===== src/usbev_params.svh =====
// constants of the endpoint validity and halt block
// assumes inclusion by bare name from the package and the design files
`ifndef USBEV_PARAMS_SVH
`define USBEV_PARAMS_SVH

// register indices; the byte address is four times the index
`define USBEV_MAP_IDX    32'h0020_0086
`define USBEV_HALT_IDX   32'h0020_015C
`define USBEV_MAP_RST    8'h00
`define USBEV_HALT_RST   8'h00

// endpoint 1 interface map fields
`define USBEV_LINK_MSB   7
`define USBEV_LINK_LSB   5
`define USBEV_TWO_BIT    4
`define USBEV_FIVE_MSB   3
`define USBEV_FIVE_LSB   0

// endpoint 4 halt status fields
`define USBEV_HALT_BIT   0

// interface count and alternate setting range
`define USBEV_NUM_IFACE  5
`define USBEV_NUM_ALT5   4

// timing: one wait state on every bus access
`define USBEV_APB_WAIT   1

`endif


===== src/usbev_pkg.sv =====
// types of the endpoint validity and halt block
// assumes usbev_params.svh sits in the same folder
`include "usbev_params.svh"

package usbev_pkg;

  typedef enum logic [2:0] {
    LINK_NONE   = 3'b000,
    LINK_IF0    = 3'b001,
    LINK_IF1    = 3'b010,
    LINK_IF2    = 3'b011,
    LINK_IF3    = 3'b100,
    LINK_IF4    = 3'b101,
    LINK_BAD6   = 3'b110,
    LINK_BAD7   = 3'b111
  } usbev_link_type;

  typedef struct packed {
    usbev_link_type link;
    logic           two_alt1;
    logic [3:0]     five_alt;
  } usbev_map_type;

  // one-cycle strobes from the protocol engine
  typedef struct packed {
    logic       ep4_error;
    logic       set_feature_halt;
    logic       clear_feature_halt;
    logic       set_configuration;
    logic       set_interface;
    logic       toggle_reinit;
    logic [2:0] iface;
    logic [2:0] alt;
  } usbev_req_type;

endpackage


===== src/usbev_ep1_valid.sv =====
// endpoint 1 validity decision from map, alternate settings and configured flag
// assumes request strobes come from logic on pclk
`timescale 1ns/10ps
`default_nettype none
`include "usbev_params.svh"

module usbev_ep1_valid (
  // clock and reset
  input  wire logic                   pclk,
  input  wire logic                   presetn,
  // configuration
  input  wire usbev_pkg::usbev_map_type map,
  input  wire logic                   configured_flag,
  input  wire usbev_pkg::usbev_req_type req,
  // result
  output logic                        ep1_valid_ff
);

  // --------------------------------------------------------------
  // alternate setting per interface
  // --------------------------------------------------------------
  logic [2:0] alt_ff [`USBEV_NUM_IFACE];
  genvar gi;
  generate
    for (gi = 0; gi < `USBEV_NUM_IFACE; gi = gi + 1) begin : g_if
      wire logic hit = req.set_interface && (req.iface == 3'(gi));
      always_ff @(posedge pclk or negedge presetn) begin
        if (!presetn) begin
          alt_ff[gi] <= 3'h0;
        end else if (req.set_configuration) begin
          alt_ff[gi] <= 3'h0;
        end else if (hit) begin
          alt_ff[gi] <= req.alt;
        end
      end
    end
  endgenerate

  // --------------------------------------------------------------
  // decode
  // --------------------------------------------------------------
  // 110 and 111 count as unlinked, whatever the other bits say
  wire logic       linked = (map.link >= usbev_pkg::LINK_IF0) &&
                            (map.link <= usbev_pkg::LINK_IF4);
  wire logic [2:0] if_idx = linked ? 3'(map.link - 3'h1) : 3'h0;
  wire logic [2:0] cur_alt = alt_ff[if_idx];
  wire logic       five_any = |map.five_alt;
  logic [3:0]      five_hit;
  generate
    for (gi = 0; gi < `USBEV_NUM_ALT5; gi = gi + 1) begin : g_alt
      assign five_hit[gi] = map.five_alt[gi] && (cur_alt == 3'(gi + 1));
    end
  endgenerate
  // alt 0 always valid once linked and configured; two-series bit only when five bits are 0000
  wire logic alt_ok = (cur_alt == 3'h0) ||
                      (five_any ? |five_hit
                                : (map.two_alt1 && cur_alt == 3'h1));
  wire logic nxt_ep1_valid = linked && configured_flag && alt_ok;

  always_ff @(posedge pclk or negedge presetn) begin
    if (!presetn) begin
      ep1_valid_ff <= 1'b0;
    end else begin
      ep1_valid_ff <= nxt_ep1_valid;
    end
  end

  // --------------------------------------------------------------
  // checks
  // --------------------------------------------------------------
  bad_link_a : assert property (@(posedge pclk) disable iff (!presetn)
    map.link inside {usbev_pkg::LINK_BAD6, usbev_pkg::LINK_BAD7, usbev_pkg::LINK_NONE}
    |=> !ep1_valid_ff)
    else $error("endpoint 1 valid while unlinked");
  configured_flag_gate_a : assert property (@(posedge pclk) disable iff (!presetn)
    !configured_flag |=> !ep1_valid_ff)
    else $error("endpoint 1 valid while not configured");
  alt0_valid_a : assert property (@(posedge pclk) disable iff (!presetn)
    (linked && configured_flag && cur_alt == 3'h0) |=> ep1_valid_ff)
    else $error("linked endpoint 1 invalid at alternate setting 0");
  two_series_a : assert property (@(posedge pclk) disable iff (!presetn)
    (linked && configured_flag && five_any && cur_alt == 3'h1 && !map.five_alt[0])
    |=> !ep1_valid_ff)
    else $error("two-series bit honoured while five-series bits set");
  five_series_a : assert property (@(posedge pclk) disable iff (!presetn)
    (linked && configured_flag && cur_alt == 3'h3 && map.five_alt[2]) |=> ep1_valid_ff)
    else $error("five-series alternate setting 3 not validated");
  alt1_cv : cover property (@(posedge pclk) disable iff (!presetn)
    ep1_valid_ff && cur_alt == 3'h1 && !five_any);

endmodule
`default_nettype wire


===== src/usbev_top.sv =====
// endpoint 1 validity and endpoint 4 halt status, with an apb register slave
// assumes protocol strobes and status inputs are synchronous to pclk
// Summary of operation
// - link field: 1-5 interfaces 0-4, else none
// - linked, configured endpoint always valid at alt 0
// - endpoint 1 valid only when linked and configured
// - two-series bit validates alternate setting 1
// - two-series bit only when five bits zero
// - five-series bit n validates alternate setting n+1
// - endpoint 1 requests answered from current validity
// - halt register written only under nak-all
// - any endpoint 4 error sets halt
// - writes dropped during endpoint 4 usb activity
// - get status returns halt register contents
// - stalling clears bulk-out buffer and nak
//
// Decided for this implementation: the APB register port.
`timescale 1ns/10ps
`default_nettype none
`include "usbev_params.svh"

module usbev_top #(
  parameter logic [2:0] EP4_IFACE = 3'h0
) (
  // clock and reset
  input  wire logic                    pclk,
  input  wire logic                    presetn,
  // apb slave
  input  wire logic                    psel,
  input  wire logic                    penable,
  input  wire logic                    pwrite,
  input  wire logic [31:0]             paddr,
  input  wire logic [31:0]             pwdata,
  output logic                         pready,
  output logic [31:0]                  prdata,
  output logic                         pslverr,
  // controller state
  input  wire logic                    configured_flag,
  input  wire logic                    ep0_nak_all,
  // protocol engine strobes and endpoint 4 activity levels
  input  wire usbev_pkg::usbev_req_type usb_req,
  input  wire logic                    ep4_rx_busy,
  input  wire logic                    ep4_data_xfer,
  input  wire logic                    ep4_get_status,
  input  wire logic                    ep1_request,
  // answers to the protocol engine
  output logic                         ep1_valid,
  output logic                         ep1_accept,
  output logic                         ep1_stall,
  output logic                         ep4_status_valid,
  output logic [7:0]                   ep4_status_data,
  output logic                         bulk_out_buffer_two_clear,
  output logic                         bulk_out_two_nak_clear
);

  // --------------------------------------------------------------
  // register file
  // --------------------------------------------------------------
  localparam logic [31:0] MAP_ADDR  = 32'(`USBEV_MAP_IDX * 4);
  localparam logic [31:0] HALT_ADDR = 32'(`USBEV_HALT_IDX * 4);

  usbev_pkg::usbev_map_type map_ff;
  logic                     halt_ff;
  logic                     pready_ff;
  logic [31:0]              prdata_ff;
  logic                     pslverr_ff;

  wire logic sel_map   = (paddr == MAP_ADDR);
  wire logic sel_halt  = (paddr == HALT_ADDR);
  wire logic mapped    = sel_map || sel_halt;
  // one wait state: the answer is prepared while pready is low
  wire logic acc_wait  = psel && penable && !pready_ff;
  wire logic acc_done  = psel && penable && pready_ff;
  wire logic wr_map    = acc_done && pwrite && sel_map;
  wire logic wr_halt   = acc_done && pwrite && sel_halt;
  wire logic [7:0] halt_byte = {7'h00, halt_ff};
  wire logic [31:0] rd_word = sel_map  ? {24'h000000, map_ff} :
                              sel_halt ? {24'h000000, halt_byte} : 32'h0000_0000;

  wire logic nxt_pready  = acc_wait;
  wire logic [31:0] nxt_prdata = (acc_wait && !pwrite) ? rd_word : 32'h0000_0000;
  wire logic nxt_pslverr = acc_wait && !mapped;

  always_ff @(posedge pclk or negedge presetn) begin
    if (!presetn) begin
      pready_ff  <= 1'b0;
      prdata_ff  <= 32'h0000_0000;
      pslverr_ff <= 1'b0;
    end else begin
      pready_ff  <= nxt_pready;
      prdata_ff  <= nxt_prdata;
      pslverr_ff <= nxt_pslverr;
    end
  end

  always_ff @(posedge pclk or negedge presetn) begin
    if (!presetn) begin
      map_ff <= usbev_pkg::usbev_map_type'(`USBEV_MAP_RST);
    end else if (wr_map) begin
      map_ff <= usbev_pkg::usbev_map_type'(pwdata[7:0]);
    end
  end

  // --------------------------------------------------------------
  // endpoint 4 halt flag
  // --------------------------------------------------------------
  // software writes race the usb side, so endpoint 4 receive or data activity masks them
  wire logic sw_ok = wr_halt && ep0_nak_all
                     && !ep4_rx_busy && !ep4_data_xfer;
  wire logic hw_set = usb_req.ep4_error
                      || usb_req.set_feature_halt;
  wire logic iface_clr = usb_req.set_interface && (usb_req.iface == EP4_IFACE);
  wire logic hw_clr = usb_req.clear_feature_halt || usb_req.set_configuration
                      || iface_clr || usb_req.toggle_reinit;
  // hardware set beats every clear, hardware clear beats software
  wire logic nxt_halt = hw_set ? 1'b1 :
                        hw_clr ? 1'b0 :
                        sw_ok  ? pwdata[`USBEV_HALT_BIT] : halt_ff;
  wire logic stall_entry = nxt_halt && !halt_ff;

  logic       buf_clr_ff;
  logic       nak_clr_ff;
  logic       st_valid_ff;
  logic [7:0] st_data_ff;

  always_ff @(posedge pclk or negedge presetn) begin
    if (!presetn) begin
      halt_ff     <= 1'(`USBEV_HALT_RST >> `USBEV_HALT_BIT);
      buf_clr_ff  <= 1'b0;
      nak_clr_ff  <= 1'b0;
      st_valid_ff <= 1'b0;
      st_data_ff  <= 8'h00;
    end else begin
      halt_ff     <= nxt_halt;
      buf_clr_ff  <= stall_entry;
      nak_clr_ff  <= stall_entry;
      st_valid_ff <= ep4_get_status;
      st_data_ff  <= ep4_get_status ? halt_byte : 8'h00;
    end
  end

  // --------------------------------------------------------------
  // endpoint 1
  // --------------------------------------------------------------
  logic ep1_valid_int;
  logic ep1_acc_ff;
  logic ep1_stl_ff;

  usbev_ep1_valid u_ep1 (
    .pclk            (pclk),
    .presetn         (presetn),
    .map             (map_ff),
    .configured_flag (configured_flag),
    .req             (usb_req),
    .ep1_valid_ff    (ep1_valid_int)
  );

  // an invalid endpoint is answered with a stall
  always_ff @(posedge pclk or negedge presetn) begin
    if (!presetn) begin
      ep1_acc_ff <= 1'b0;
      ep1_stl_ff <= 1'b0;
    end else begin
      ep1_acc_ff <= ep1_request && ep1_valid_int;
      ep1_stl_ff <= ep1_request && !ep1_valid_int;
    end
  end

  // --------------------------------------------------------------
  // outputs
  // --------------------------------------------------------------
  assign pready                    = pready_ff;
  assign prdata                    = prdata_ff;
  assign pslverr                   = pslverr_ff;
  assign ep1_valid                 = ep1_valid_int;
  assign ep1_accept                = ep1_acc_ff;
  assign ep1_stall                 = ep1_stl_ff;
  assign ep4_status_valid          = st_valid_ff;
  assign ep4_status_data           = st_data_ff;
  assign bulk_out_buffer_two_clear = buf_clr_ff;
  assign bulk_out_two_nak_clear    = nak_clr_ff;

  // --------------------------------------------------------------
  // checks
  // --------------------------------------------------------------
  nak_all_mask_a : assert property (@(posedge pclk) disable iff (!presetn)
    (wr_halt && !ep0_nak_all && !hw_set && !hw_clr) |=> $stable(halt_ff))
    else $error("halt written without nak-all");
  busy_mask_a : assert property (@(posedge pclk) disable iff (!presetn)
    (wr_halt && (ep4_rx_busy || ep4_data_xfer) && !hw_set && !hw_clr)
    |=> $stable(halt_ff))
    else $error("halt written during endpoint 4 activity");
  write_take_a : assert property (@(posedge pclk) disable iff (!presetn)
    (sw_ok && !hw_set && !hw_clr) |=> (halt_ff == $past(pwdata[0])))
    else $error("accepted halt write not stored");
  error_halt_a : assert property (@(posedge pclk) disable iff (!presetn)
    usb_req.ep4_error |=> halt_ff)
    else $error("endpoint 4 error did not halt");
  hw_clear_a : assert property (@(posedge pclk) disable iff (!presetn)
    (hw_clr && !hw_set) |=> !halt_ff)
    else $error("halt not cleared by request");
  get_status_a : assert property (@(posedge pclk) disable iff (!presetn)
    ep4_get_status |=> ep4_status_valid && ep4_status_data == {7'h00, $past(halt_ff)})
    else $error("get status returned wrong contents");
  stall_clear_a : assert property (@(posedge pclk) disable iff (!presetn)
    $rose(halt_ff) |-> bulk_out_buffer_two_clear && bulk_out_two_nak_clear)
    else $error("stall did not clear bulk-out buffer");
  reserved_zero_a : assert property (@(posedge pclk) disable iff (!presetn)
    (pready && !pwrite && sel_halt) |-> prdata[31:1] == 31'h0000_0000)
    else $error("reserved halt bits not zero");
  ep1_answer_a : assert property (@(posedge pclk) disable iff (!presetn)
    ep1_request |=> (ep1_accept == $past(ep1_valid_int)) && (ep1_stall != ep1_accept))
    else $error("endpoint 1 answer disagrees with validity");
  apb_wait_a : assert property (@(posedge pclk) disable iff (!presetn)
    (psel && penable && !pready) |=> pready)
    else $error("apb answer late");

  // set beats clear, and the nak clear pulse only ever marks a fresh stall
  set_wins_a : assert property (@(posedge pclk) disable iff (!presetn)
    (hw_set && hw_clr) |=> halt_ff)
    else $error("halt clear beat a halt set");
  nak_pulse_a : assert property (@(posedge pclk) disable iff (!presetn)
    bulk_out_two_nak_clear |-> $rose(halt_ff))
    else $error("bulk-out nak cleared without stall entry");
  map_write_a : assert property (@(posedge pclk) disable iff (!presetn)
    wr_map |=> (map_ff == $past(pwdata[7:0])))
    else $error("map write not stored");
  unmapped_err_a : assert property (@(posedge pclk) disable iff (!presetn)
    (psel && penable && pready && !mapped) |-> (pslverr && prdata == 32'h0000_0000))
    else $error("unmapped access not refused");

  halt_write_cv : cover property (@(posedge pclk) disable iff (!presetn)
    sw_ok && pwdata[0]);
  error_stall_cv : cover property (@(posedge pclk) disable iff (!presetn)
    usb_req.ep4_error ##1 ep4_get_status);
  ep1_valid_cv : cover property (@(posedge pclk) disable iff (!presetn)
    ep1_request && ep1_valid_int);
  masked_cv : cover property (@(posedge pclk) disable iff (!presetn)
    wr_halt && ep4_data_xfer);

endmodule
`default_nettype wire


===== config.mk =====
export PLATFORM = sky130hd
export DESIGN_NAME = usbev_top
export DESIGN_NICKNAME = d
export VERILOG_FILES = /design/src/usbev_pkg.sv /design/src/usbev_ep1_valid.sv /design/src/usbev_top.sv
export VERILOG_INCLUDE_DIRS = /design/src
export SDC_FILE = /design/constraint.sdc
export NUM_CORES = 1
export LEC_CHECK = 0
export BUFFER_PORTS_ARGS = -buffer_cell sky130_fd_sc_hd__buf_2
export CAP_MARGIN = 20
export CELL_PAD_IN_SITES_DETAIL_PLACEMENT = 2
export CELL_PAD_IN_SITES_GLOBAL_PLACEMENT = 2
export CORE_MARGIN = 5
export CORE_UTILIZATION = 22
export CTS_CLUSTER_DIAMETER = 60
export DETAILED_ROUTE_END_ITERATION = 16
export PLACE_DENSITY = 0.73
export SLEW_MARGIN = 40
export SYNTH_ARGS = -nofsm -noshare
export SYNTH_HDL_FRONTEND = slang
export SYNTH_HIERARCHICAL = 1
export SYNTH_SLANG_ARGS = --single-unit

===== constraint.sdc =====
create_clock -name pclk -period 2.3 [get_ports pclk]
set_clock_uncertainty 0.15 [all_clocks]
set_input_delay 0.46 -clock pclk [delete_from_list [all_inputs] [get_ports pclk]]
set_output_delay 0.46 -clock pclk [all_outputs]
set_load 0.02 [all_outputs]

==> flow_summary_export.csv <==
group,metric,value,unit
status,status,"finished, violations left",
status,violations,"hold timing, setup timing",
synth,synth_top_cell_by_area,"dfrtp_1",
timing,worst_pin_slew,0.516,ns
clock_network,clk_pin_slew,0.08,ns
worst_setup_path,r2r_cells,6,
pwr,p_total,1.42,mW
final_layout,drive_gt1_share,43.4,%
timing,rsz0062_at_grt,"true",
synth,synth.distinct_cells,51,
global_route,antenna_found_initial,0,
place,gp_congestion,0.772,
clock_network,clock-root-buffer,"clkbuf_8",
worst_setup_path,r2r-start,"map_ff[5]",
die,start_util,22.2,%
place,dpl_worst_slack,-0.170,ns
worst_setup_path,crit_path_max_fanout,10,
worst_setup_path,start_kind,"flip-flop",
place,dp.final_hpwl,5.77,mm
die,ios,135,
clock_network,cts_htree_levels,2,
synth,synth.most_common_cell,"dfrtp_1",
route,vias_per_cell,4.36,
synth,ys_async_sr_fraction,100,%
clock_network,cts_inserted_buffers,5,
die,die_area,0.0130,sq mm
route,drtIter0Drc,55,
timing,setup_ws,-0.0156,ns
synth,synth.area.top_cells,"dfrtp_1 (42%), buf_4 (11%), mux2i_1 (6.3%)",
route,wl,7.20,mm
global_route,grt_pass1_vias,2424,
clock_network,clock_path_buffers,2,
worst_setup_path,reg2reg_slack,-0.02,ns
synth,synth_top_family_by_area,"simple AND/OR/NAND/NOR gates",
synth,synthAdderAreaFrac,1.05,%
final_layout,area_growth,34.3,%
timing,fin_tns_setup,-0.0156,ns
die,die_w,114,microns
global_route,grt_first_pass_wirelength,11.5,mm
clock_network,postCtsHoldBufs,0,
route,vias,2098,
synth,synthMuxAreaShare,10.6,%
min_path,min_path_type,"input port to asynchronous set/reset pin",
worst_setup_path,timing.rr.end,"u_ep1/ep1_valid_ff",
route,drc,0,
final_layout,antennaDiodeCount,0,
synth,synth-edff-count,0,
timing,clock.fmax,432,MHz
pwr,power_leakage,1.59,nW
place,placed_area,0.00296,sq mm
synth,synth_seq_cells,40,
synth,synth-compound-area-share,9.11,%
final_layout,num-nets-final,430,
worst_setup_path,critical_path_class,"flip-flop to flip-flop",
flow_run,max_cap_violations,0,
die,rows,38,
timing,setup_viol,1,
timing,whs,-0.0182,ns
die,core-area,0.0107,sq mm
pwr,peakVddDrop,0.000214,V
timing,max_slew_margin,65.6,%
final_layout,design_area,0.00319,sq mm
pwr,p_per_area,445,mW/mm^2
worst_setup_path,worst_setup_path_end_kind,"flip-flop",
synth,synthTopCellsByCount,"dfrtp_1 (40), buf_4 (35), nor2_1 (22)",
synth,synth_area_per_cell,10.0,sq um
place,io_buffers,79,
timing,maxSlewViolCount,0,
synth,synth_xor_area_share,0.737,%
route,detail-route-antenna-nets,0,
clock_network,cts_tree,"done",
synth,yosys.area_share.simple,22.8,%
synth,syn_area,0.00238,sq mm
timing,fin_crit,2.32,ns
route,routedWlPerCell,15.0,microns
place,placed_cells,468,
synth,synth_top_area_share,42.1,%
synth,ys_seq_area_share,42.1,%
final_layout,fin_cells,481,
global_route,grt-ovfl-total,0,
clock_network,clk_latency,0.29,ns
die,fp.dieH,114,microns
final_layout,nFillCells,1208,
timing,fin_crit_sh,101,%
final_layout,finish.utilization,29.8,%
clock_network,clkSinkCount,40,
worst_setup_path,crit_arrival,2.36,ns
worst_setup_path,cp.required,2.35,ns
global_route,grt_util_all_layers,11.0,%
timing,final-hold-violation-count,21,
route,drt_first_pass_iters,4,
global_route,grt_max_degree,24,
synth,ys.flop_type,"dfrtp_1",
synth,synthCells,237,
synth,ys.warnings.count,6,
final cells by class:
cell class	count	area, sq um	area share (%)
clock buffers	7	96.3	3.02
well taps	140	175	5.49
inverters	9	33.8	1.06
flip-flops and latches	40	1000	31.4
multi-input cells	179	1270	39.7
repair buffers	106	618	19.4
routing by layer:
metal  routed length [microns]  GRT usage (%)  up-vias
met4                        87           3.09        0
met2                      3830           20.3       76
met5                         0              0        -
met3                       455           2.97        5
li1                          -              -      981
met1                      2820           12.4     1036
worst max path at each step:
stage	cells past startpoint	startpoint	endpoint	slack [ns]
after global routing	8	map_ff[6]	u_ep1/ep1_valid_ff	-0.11
after detailed placement	8	map_ff[5]	u_ep1/ep1_valid_ff	-0.17
after global placement	8	map_ff[5]	u_ep1/ep1_valid_ff	-0.10
after CTS	6	map_ff[5]	u_ep1/ep1_valid_ff	-0.006
final	6	map_ff[5]	u_ep1/ep1_valid_ff	-0.02
after floorplan	9	map_ff[5]	u_ep1/ep1_valid_ff	0.001
state kept, by name, summed over array words and instances, names as in the netlist:
| register | flops |
|---|---|
| u_ep1/ep1_valid_ff | 1 |
| pslverr | 1 |
| pready | 1 |
| u_ep1/alt_ff | 15 |
| prdata | 8 |
| ep1_stall | 1 |
| ep1_accept | 1 |
| ep4_status_valid | 1 |
| ep4_status_data | 1 |
| map_ff | 8 |
| bulk_out_two_nak_clear | 1 |
| halt_ff | 1 |
power breakdown:
| group | internal (mW) | switching [mW] |
|---|---|---|
| registers | 0.715 | 0.00710 |
| logic | 0.0689 | 0.122 |
| clock network | 0.267 | 0.240 |
placed cells by master (no fill, tap or decap), drive strengths merged, types with 5 or more instances in the layout:
cell type / synthesis / routed
nor3: 8 / 8
nor4: 10 / 10
dfrtp: 40 / 40
o21ai: 7 / 7
nor2: 22 / 22
and2: 10 / 10
clkbuf: 2 / 7
inv: 9 / 9
nand2b: 5 / 5
mux2: 9 / 9
conb: 1 / 31
buf: 37 / 106
nand2: 7 / 7
mux2i: 15 / 15
worst max-delay path, stage by stage, from the launching register on:
cell and delay [ns]:
dfrtp_2 0.46, ha_4 0.23, o21ba_2 0.25, o22ai_2 0.11
o41a_1 0.51, a311o_1 0.39, o32ai_2 0.13
kinds of logic after synthesis:
kind of cell / Yosys count
other: 1
buffers and inverters: 48
xor gates and xnor gates: 2
adders and majority gates: 2
AOI/OAI and AO/OA: 30
muxes: 24
DFF: 40
and+or+nand+nor: 90
timing repair:
item | CTS | global route
pin swaps | 7 | 9
gates resized for setup | 9 | 12
setup buffers | 6 | 0
setup endpoints to repair | 1 | 1
Power figures use the tool's default switching activity.
